**src/verilog/sci_consts.svh**
```systemverilog
// Offsets, field positions, reset values and masks of the SCI message enable block.
`ifndef SCI_CONSTS_SVH
`define SCI_CONSTS_SVH

// ------------------------------------------------------------
// Register indices and byte addresses
// ------------------------------------------------------------
`define SCI_EN_IDX 8'hce
`define SCI_PEND_IDX 8'hd0
`define SCI_EN_ADDR {22'h000000, `SCI_EN_IDX, 2'h0}
`define SCI_PEND_ADDR {22'h000000, `SCI_PEND_IDX, 2'h0}

// ------------------------------------------------------------
// Field positions
// ------------------------------------------------------------
`define BIT_RD_THROTTLE 15
`define BIT_WR_THROTTLE 14
`define BIT_CRIT_THERMAL 11
`define BIT_HILO_THERMAL 10
`define BIT_MULTI_ECC 1
`define BIT_SINGLE_ECC 0
`define STAT_VALID_BIT 16
`define STAT_SRC_LSB 20

// ------------------------------------------------------------
// Reset values and masks
// ------------------------------------------------------------
`define SCI_EN_RESET 16'h0000
`define SCI_EN_MASK 16'hcc03
`define HSIZE_WORD 3'h2

`endif

```
**src/verilog/sci_pkg.sv**
```systemverilog
// Types shared by the SCI message enable block.
package sci_pkg;
  typedef logic [15:0] err_vec_t;
  typedef logic [3:0] src_idx_t;
  typedef enum logic [1:0] {BUS_IDLE, BUS_WRITE, BUS_READ, BUS_RDATA} bus_state_e;
  typedef enum logic {LINK_IDLE, LINK_SEND} link_state_e;
endpackage

```
**src/verilog/sci_msg_detect.sv**
```systemverilog
// Rising-edge detection of error status bits, qualified by the SCI enables.
module sci_msg_detect #(
  parameter int W = 16
) (
  input wire logic clk,
  input wire logic reset_n,
  input wire logic ce,
  input wire logic [W-1:0] status,
  input wire logic [W-1:0] enable,
  input wire logic [W-1:0] blocked,
  output logic [W-1:0] event_qual
);
  logic [W-1:0] prev_ff;
  logic [W-1:0] nxt_prev;

  // ------------------------------------------------------------
  // Previous status sampling
  // ------------------------------------------------------------
  always_comb begin
    nxt_prev = ce ? status : prev_ff;
  end

  always_ff @(posedge clk) begin
    if (!reset_n) begin
      prev_ff <= '0;
    end else begin
      prev_ff <= nxt_prev;
    end
  end

  // ------------------------------------------------------------
  // Per-bit qualification
  // ------------------------------------------------------------
  // A condition already routed to SERR or SMI is dropped here, so one event never
  // produces two upstream messages.
  for (genvar i = 0; i < W; i++) begin : g_bit
    assign event_qual[i] = ce & status[i] & ~prev_ff[i] & enable[i] & ~blocked[i];
  end
endmodule

```
**src/verilog/sci_error_message_enable.sv**
```systemverilog
// SCI message enable register, event pending logic and upstream message launch.
`include "sci_consts.svh"

module sci_error_message_enable (
  input wire logic clk,
  input wire logic reset_n,
  input wire logic ce,
  input wire logic hsel,
  input wire logic [31:0] haddr,
  input wire logic [1:0] htrans,
  input wire logic hwrite,
  input wire logic [2:0] hsize,
  input wire logic [31:0] hwdata,
  input wire logic hready,
  output logic [31:0] hrdata,
  output logic hreadyout,
  output logic hresp,
  input wire logic [15:0] error_status_reg,
  input wire logic [15:0] serr_error_enable,
  input wire logic [15:0] smi_error_enable,
  output logic sci_msg_valid,
  output logic [3:0] sci_msg_source,
  input wire logic sci_msg_ack
);

  // ------------------------------------------------------------
  // Declarations
  // ------------------------------------------------------------
  sci_pkg::bus_state_e bus_ff, nxt_bus;
  sci_pkg::link_state_e link_ff, nxt_link;
  logic [31:0] addr_ff, nxt_addr;
  logic size_ok_ff, nxt_size_ok;
  logic [31:0] rdata_ff, nxt_rdata;
  logic hready_ff, nxt_hready;
  logic hresp_ff;
  sci_pkg::err_vec_t en_ff, nxt_en;
  sci_pkg::err_vec_t pend_ff, nxt_pend;
  sci_pkg::err_vec_t qual;
  sci_pkg::err_vec_t eligible;
  sci_pkg::err_vec_t sw_clr;
  sci_pkg::err_vec_t link_clr;
  logic valid_ff, nxt_valid;
  sci_pkg::src_idx_t src_ff, nxt_src;
  logic accept;
  logic wr_commit;
  logic [31:0] read_mux;

  // Highest set bit wins: throttle events outrank thermal, thermal outranks ECC.
  function automatic sci_pkg::src_idx_t top_bit(input sci_pkg::err_vec_t v);
    sci_pkg::src_idx_t idx;
    idx = '0;
    for (int i = 0; i < 16; i++) begin
      if (v[i]) begin
        idx = 4'(i);
      end
    end
    return idx;
  endfunction

  // ------------------------------------------------------------
  // Event detection
  // ------------------------------------------------------------
  sci_msg_detect #(
    .W(16)
  ) u_detect (
    .clk(clk),
    .reset_n(reset_n),
    .ce(ce),
    .status(error_status_reg),
    .enable(en_ff),
    .blocked(serr_error_enable | smi_error_enable),
    .event_qual(qual)
  );

  // ------------------------------------------------------------
  // AHB-Lite slave
  // ------------------------------------------------------------
  assign accept = hsel & htrans[1] & hready;
  assign wr_commit = (bus_ff == sci_pkg::BUS_WRITE) & size_ok_ff;

  always_comb begin
    read_mux = 32'h00000000;
    if (addr_ff == `SCI_EN_ADDR) begin
      read_mux = {16'h0000, en_ff};
    end else if (addr_ff == `SCI_PEND_ADDR) begin
      read_mux = {8'h00, src_ff, 3'h0, valid_ff, pend_ff};
    end
  end

  // Reads take one wait state so that the data is registered and a write just ahead
  // of the read is always seen.
  always_comb begin
    nxt_bus = bus_ff;
    nxt_addr = addr_ff;
    nxt_size_ok = size_ok_ff;
    nxt_rdata = rdata_ff;
    nxt_hready = hready_ff;
    unique case (bus_ff)
      sci_pkg::BUS_READ: begin
        nxt_rdata = read_mux;
        nxt_hready = 1'b1;
        nxt_bus = sci_pkg::BUS_RDATA;
      end
      sci_pkg::BUS_IDLE, sci_pkg::BUS_WRITE, sci_pkg::BUS_RDATA: begin
        if (accept) begin
          nxt_addr = {haddr[31:2], 2'h0};
          nxt_size_ok = (hsize == `HSIZE_WORD);
          nxt_bus = hwrite ? sci_pkg::BUS_WRITE : sci_pkg::BUS_READ;
          nxt_hready = hwrite;
        end else begin
          nxt_bus = sci_pkg::BUS_IDLE;
        end
      end
    endcase
  end

  always_ff @(posedge clk) begin
    if (!reset_n) begin
      bus_ff <= sci_pkg::BUS_IDLE;
      addr_ff <= 32'h00000000;
      size_ok_ff <= 1'b0;
      rdata_ff <= 32'h00000000;
      hready_ff <= 1'b1;
      hresp_ff <= 1'b0;
    end else if (ce) begin
      bus_ff <= nxt_bus;
      addr_ff <= nxt_addr;
      size_ok_ff <= nxt_size_ok;
      rdata_ff <= nxt_rdata;
      hready_ff <= nxt_hready;
      hresp_ff <= 1'b0;
    end
  end

  // ------------------------------------------------------------
  // Enable register and pending events
  // ------------------------------------------------------------
  always_comb begin
    nxt_en = en_ff;
    sw_clr = '0;
    if (wr_commit && addr_ff == `SCI_EN_ADDR) begin
      nxt_en = hwdata[15:0] & `SCI_EN_MASK;
    end
    if (wr_commit && addr_ff == `SCI_PEND_ADDR) begin
      sw_clr = hwdata[15:0];
    end
    // A new event wins over a clear in the same cycle; a disabled bit never stays pending.
    nxt_pend = ((pend_ff & ~sw_clr & ~link_clr) | qual) & nxt_en;
  end

  always_ff @(posedge clk) begin
    if (!reset_n) begin
      en_ff <= `SCI_EN_RESET;
      pend_ff <= '0;
    end else if (ce) begin
      en_ff <= nxt_en;
      pend_ff <= nxt_pend;
    end
  end

  // ------------------------------------------------------------
  // Upstream message launch
  // ------------------------------------------------------------
  assign eligible = pend_ff & en_ff;

  always_comb begin
    nxt_link = link_ff;
    nxt_valid = valid_ff;
    nxt_src = src_ff;
    link_clr = '0;
    unique case (link_ff)
      sci_pkg::LINK_IDLE: begin
        if (eligible != '0) begin
          nxt_src = top_bit(eligible);
          link_clr[top_bit(eligible)] = 1'b1;
          nxt_valid = 1'b1;
          nxt_link = sci_pkg::LINK_SEND;
        end
      end
      sci_pkg::LINK_SEND: begin
        if (sci_msg_ack) begin
          nxt_valid = 1'b0;
          nxt_link = sci_pkg::LINK_IDLE;
        end
      end
    endcase
  end

  always_ff @(posedge clk) begin
    if (!reset_n) begin
      link_ff <= sci_pkg::LINK_IDLE;
      valid_ff <= 1'b0;
      src_ff <= '0;
    end else if (ce) begin
      link_ff <= nxt_link;
      valid_ff <= nxt_valid;
      src_ff <= nxt_src;
    end
  end

  assign hrdata = rdata_ff;
  assign hreadyout = hready_ff;
  assign hresp = hresp_ff;
  assign sci_msg_valid = valid_ff;
  assign sci_msg_source = src_ff;
endmodule

```
**config.mk**
```make
export PLATFORM = sky130hd
export DESIGN_NAME = sci_error_message_enable
export DESIGN_NICKNAME = d
export VERILOG_FILES = /design/src/verilog/sci_pkg.sv /design/src/verilog/sci_msg_detect.sv /design/src/verilog/sci_error_message_enable.sv
export VERILOG_INCLUDE_DIRS = /design/src /design/src/verilog
export SDC_FILE = /design/constraint.sdc
export NUM_CORES = 1
export LEC_CHECK = 0
export BUFFER_PORTS_ARGS = -buffer_cell sky130_fd_sc_hd__buf_2
export CORE_ASPECT_RATIO = 1.2
export CORE_MARGIN = 8
export CORE_UTILIZATION = 31
export DETAILED_ROUTE_END_ITERATION = 10
export PLACE_DENSITY = 0.63
export SYNTH_ARGS = -nofsm -noshare
export SYNTH_HDL_FRONTEND = slang
export SYNTH_SLANG_ARGS = --single-unit
```
**constraint.sdc**
```tcl
create_clock -name clk -period 5.7 [get_ports clk]
set_input_delay 0.285 -clock clk [delete_from_list [all_inputs] [get_ports clk]]
set_output_delay 0.285 -clock clk [all_outputs]
set_load 0.02 [all_outputs]
```
==> impl_metrics.csv, run 1 <==
group,metric,value,unit
detailed_routing,drcViolationCount,0,
outcome,outcome,"complete, no violations",
finish,drive_gt1_share,22.3,%
finish,fillers,1706,
cts,cts-root-buf,"clkbuf_16",
die,dieArea,20700,µm²
logic_synthesis,synth_compound_area_share,20.5,%
detailed_routing,wl_per_cell,17.0,µm
cts,cts.repair.resized,0,
logic_synthesis,synth_top_flop_cell,"dfxtp_1",
hold_path,hold_start,"haddr[7]",
job,maxCapViolCount,0,
logic_synthesis,synth_top_family_by_area,"simple AND/OR/NAND/NOR gates",
logic_synthesis,synth-edff-count,0,
sta,maxSlewViolCount,0,
logic_synthesis,synthSimpleGateAreaFrac,27.0,%
power,p_leak,2.35,nW
die,initial_utilization,31.5,%
logic_synthesis,ys_seq_area_share,43.1,%
die,die_y,156,µm
critical_path,worst-setup-path-type,"reg2reg",
detailed_routing,route.vias.total,4830,
cts,clock_sinks,109,
critical_path,crit_fanout,16,
critical_path,reg2reg_from,"addr_ff[7]",
placed_design,pre_cts_ws,2.87,ns
placed_design,place_congestion,0.875,
power,peakVddDrop,109,µV
detailed_routing,wl,16200,µm
logic_synthesis,ys_async_sr_fraction,0,%
finish,nNetsFinal,860,
critical_path,start_kind,"register",
sta,rsz0062_at_grt,"false",
sta,setup_viol,0,
detailed_routing,vias_per_cell,5.07,
logic_synthesis,synth_top_cell_area_share,43.1,%
sta,hold_violations,0,
logic_synthesis,postSynthAreaPerCell,8.09,µm²
sta,finalWorstSetupSlack,2.87,ns
die,io_pins,163,
detailed_routing,final_antenna_net_count,0,
global_routing,grt_antenna_before_repair,0,
power,power_density,246,nW/µm²
critical_path,required,5.94,ns
logic_synthesis,ys_seq_elements,109,
critical_path,endpoint_kind,"register",
logic_synthesis,syn_area,5060,µm²
cts,post_cts_buffers,0,
die,die_w,133,µm
finish,fin_util,38.1,%
die,coreArea,16100,µm²
sta,tightest_slew,1.14,ns
finish,num_antenna_cells,0,
logic_synthesis,synth_xor_area_share,0,%
finish,area_growth,21.0,%
logic_synthesis,synth_area_leaders,"dfxtp_1, nand2_1, a21oi_1",
sta,finalSetupTns,0,ns
cts,cts_tree,"built",
sta,fin_hold_ws,0.159,ns
sta,fmaxAchievable,353,MHz
finish,final_cell_mix,"nand2_1, buf_2, dfxtp_1",
detailed_routing,dr.pass1.iters,7,
cts,numCtsBuffers,9,
global_routing,grt_util_all_layers,15.4,%
cts,path_clk_slew,0.07,ns
die,rows,51,
sta,period_share,49.7,%
global_routing,grt_overflow_total,0,
global_routing,grt_pass1_vias,4731,
critical_path,startpoint,"addr_ff[7]",
finish,final_common_cell,"nand2_1",
placed_design,port_buffers,131,
sta,fin_crit,2.83,ns
detailed_routing,drt_iter0_drc,259,
cts,cts_hold_buf,0,
global_routing,grt_first_pass_wirelength,25500,µm
cts,clock_path_buffers,2,
hold_path,hp-class,"in2reg",
logic_synthesis,ys.warnings.count,0,
critical_path,critical_path_arrival,3.07,ns
logic_synthesis,synth_cells,625,
logic_synthesis,yosysTopAreaCell,"dfxtp_1",
logic_synthesis,yosys.area_share.adder,0,%
sta,skew,0.00927,ns
global_routing,grt_max_degree,61,
cts,htree_levels,3,
logic_synthesis,muxShareOfSynthArea,4.58,%
logic_synthesis,synth_cell_types,62,
sta,slew_headroom,23.7,%
cts,clk-insertion-delay-late,0.36,ns
placed_design,dp_hpwl,11900,µm
[flip-flops by register name (all words and copies together) (netlist names)]
signal	count
sci_msg_valid	1
u_detect.prev_ff	16
hrdata	21
sci_msg_source	4
pend_ff	16
size_ok_ff	1
addr_ff	30
hreadyout	1
link_ff	1
bus_ff	2
en_ff	16
[final timing paths]
path / end / slack, ns / cells after the start
min reg2reg: hrdata[1] / 0.45 / 2
max reg2reg: en_ff[6] / 2.87 / 4
max: en_ff[6] / 2.87 / 4
min: addr_ff[7] / 0.16 / 3
[cell type report]
class	count	area, µm²	share of cell area (%)
Clock inverter	4	31.3	0.511
Clock buffer	12	256	4.19
Tap cell	212	265	4.33
Multi-Input combinational cell	476	2680	43.9
Timing Repair Buffer	134	678	11.1
Sequential cell	109	2180	35.7
Inverter	6	22.5	0.368
[synth_stat cells (all sizes together), types with 4 or more instances]
cell and instances:
nand2 134, dfxtp 109, a21oi 73, nor2 48, clkbuf 29, a22oi 23, mux2i 22, nor4 17
buf 16, nand3 15, o21ai 13, and3 12, a31oi 10, nand4 7, nor2b 7, nor3 7
a22o 6, and2 6, inv 6, o211ai 5, nand2b 4, nand3b 4, nor4b 4
[metal layers]
metal / GRT usage, % / routed length [µm]
met1: 18.5 / 6950
met2: 25.7 / 7860
met3: 4.25 / 1040
met4: 5.90 / 329
met5: 0 / 0
[per-stage QoR]
step | area, µm² | power [mW] | std cells
finish | 6120 | 1.51 | 953
global route | 6120 | 1.57 | 953
CTS | 6120 | 1.53 | 953
detailed placement | 5830 | 0.907 | 937
global placement | 5830 | 0.905 | 937
floorplan | 5100 | 0.858 | 636
[critical path: stages, from the launching register on]
cell and delay (ns):
dfxtp_1 0.31, nand4bb_4 0.25, nor4b_2 0.80, nand4_1 0.87, and3_1 0.49
[power breakdown]
group          switching [mW]  internal (mW)
Combinational          0.0652         0.0440
Sequential            0.00687          0.773
Clock                   0.294          0.324
[logic make-up after synthesis]
group                  Yosys count
AO/OA/AOI/OAI                  162
buffers and inverters           51
flip-flops                     109
multiplexers                    23
other                            1
AND/OR/NAND/NOR                279
Power figures use the tool's default switching activity.
==> run 2: changes to the inputs <==
Settings changed: PLACE_DENSITY 0.63 to 0.65.
Clock period 5.7 ns to 2.5 ns, I/O delays scaled along.
==> run 2 against run 1 <==
Compared with the run above:
- worst hold slack got worse by 0.15 ns
- clock-buffer cell count decreased by 2
- worst setup slack got worse by 2.7 ns
- die area unchanged
- largest power group unchanged
- total power increased by 150%
- sequential share of layout area decreased by 1.8 points
- clock skew decreased by 0.0014 ns
- sequential power increased by 130%
- first-iteration DRC count increased by 26%
- via count increased by 3.4%
- highest routed layer is now met5
- combinational power increased by 140%
- core utilization increased by 2.0 points
==> impl_metrics.csv, run 2 (synthesis gave the netlist of run 1 again) <==
group,metric,value,unit
outcome,outcome,"complete, no violations",
power,power_density,579,nW/µm²
global_routing,top_usage_layer,"met2",
global_routing,grt_first_pass_wirelength,26400,µm
critical_path,cpMaxStageDelayCell,"or4b_4",
job,maxCapViolCount,0,
die,die_y,156,µm
critical_path,start_kind,"register",
sta,maxSlewViolCount,0,
finish,drive_gt1_share,23.9,%
sta,fin_crit,2.34,ns
detailed_routing,wl,16400,µm
placed_design,place_congestion,0.871,
placed_design,dp_cells,955,
finish,num_antenna_cells,0,
global_routing,grtUsageMet3,3.99,%
die,io_pins,163,
finish,top_register,"addr_ff",
finish,fin_util,40.0,%
sta,hold_violations,0,
sta,finalSetupTns,0,ns
finish,fillers,1717,
finish,largest_reg_flops,30,
power,peakVddDrop,320,µV
placed_design,dp_hpwl,12200,µm
finish,area_growth,27.3,%
global_routing,grt_util_all_layers,15.9,%
sta,fmaxAchievable,426,MHz
cts,clock_path_buffers,2,
sta,tightest_slew,0.813,ns
critical_path,worst-setup-path-type,"reg2reg",
detailed_routing,dr.pass1.iters,5,
die,initial_utilization,31.5,%
sta,skew,0.00787,ns
global_routing,grtUsageMet2,27.5,%
cts,numCtsBuffers,9,
global_routing,grt_pass1_vias,5099,
critical_path,crit_fanout,4,
sta,finalWorstSetupSlack,0.155,ns
detailed_routing,vias_per_cell,5.08,
finish,nNetsFinal,889,
detailed_routing,route.vias.total,4993,
sta,setup_viol,0,
critical_path,critical_path_arrival,2.65,ns
cts,clk-insertion-delay-late,0.36,ns
placed_design,dpl-instance-area,5980,µm²
die,rows,51,
finish,stdcell_area,6440,µm²
detailed_routing,final_antenna_net_count,0,
sta,slew_headroom,45.7,%
cts,path_clk_slew,0.07,ns
sta,rsz0062_at_grt,"false",
hold_path,hp-class,"in2reg",
critical_path,crit_chain,"nand4bb_4, or4b_4, nor3_4, mux2_2, or4_1, nand3_1",
global_routing,grt_max_degree,49,
detailed_routing,wl_per_cell,16.7,µm
power,finalPower,3.73,mW
global_routing,grt_antenna_before_repair,1,
detailed_routing,drcViolationCount,0,
sta,fin_hold_ws,0.0101,ns
die,coreArea,16100,µm²
finish,final_cell_mix,"nand2_1, buf_2, dfxtp_1",
finish,instances_no_fill,982,
sta,period_share,93.8,%
die,die_w,133,µm
critical_path,endpoint_kind,"register",
critical_path,slowest_delay,0.59,ns
critical_path,required,2.80,ns
power,p_leak,2.52,nW
placed_design,pre_cts_ws,0.158,ns
finish,final_common_cell,"nand2_1",
die,dieArea,20700,µm²
placed_design,port_buffers,131,
cts,htree_levels,3,
global_routing,grtUsageMet1,18.3,%
global_routing,grt_overflow_total,0,
cts,clock_sinks,109,
cts,cts-root-buf,"clkbuf_16",
cts,cts_tree,"built",
detailed_routing,drt_iter0_drc,327,
## run 2: timing repair
action                    4_1_cts  5_1_grt
hold endpoints to repair       11        0
resized for setup               0        0
hold buffers                   11        0
setup buffers                   0        0
## run 2: path summary, 6_finish.rpt
| check | start | depth (start not counted) | slack, ns | endpoint |
|---|---|---|---|---|
| setup / recovery | addr_ff[7] | 6 | 0.16 | pend_ff[1] |
| hold / removal | haddr[14] | 3 | 0.01 | addr_ff[14] |
| setup reg to reg | addr_ff[7] | 6 | 0.16 | pend_ff[1] |
| hold reg to reg | hrdata[14] | 2 | 0.45 | hrdata[14] |
## run 2: per-layer routing
layer	up-vias	routed length, µm
li1	2506	-
met1	2299	6860
met2	161	8110
met3	25	983
met4	2	428
met5	-	13
## run 2: report_power, final
| group | internal [mW] | switching, mW | total, mW |
|---|---|---|---|
| clock | 1.01 | 0.674 | 1.68 |
| combinational | 0.117 | 0.150 | 0.267 |
| sequential | 1.76 | 0.0151 | 1.78 |
## run 2: final cells by class
cell class	count	area, µm²	share of cell area (%)
Clock inverter	6	109	1.69
Inverter	6	22.5	0.350
Sequential cell	109	2180	33.9
Clock buffer	10	239	3.71
Multi-Input combinational cell	476	2680	41.7
Tap cell	212	265	4.12
Timing Repair Buffer	163	936	14.5
## run 2: critical path, delay by kind of cell (launching register included)
family,cells,cell delay (ns)
and+or+nand+nor,5,1.61
muxes,1,0.37
DFF,1,0.31
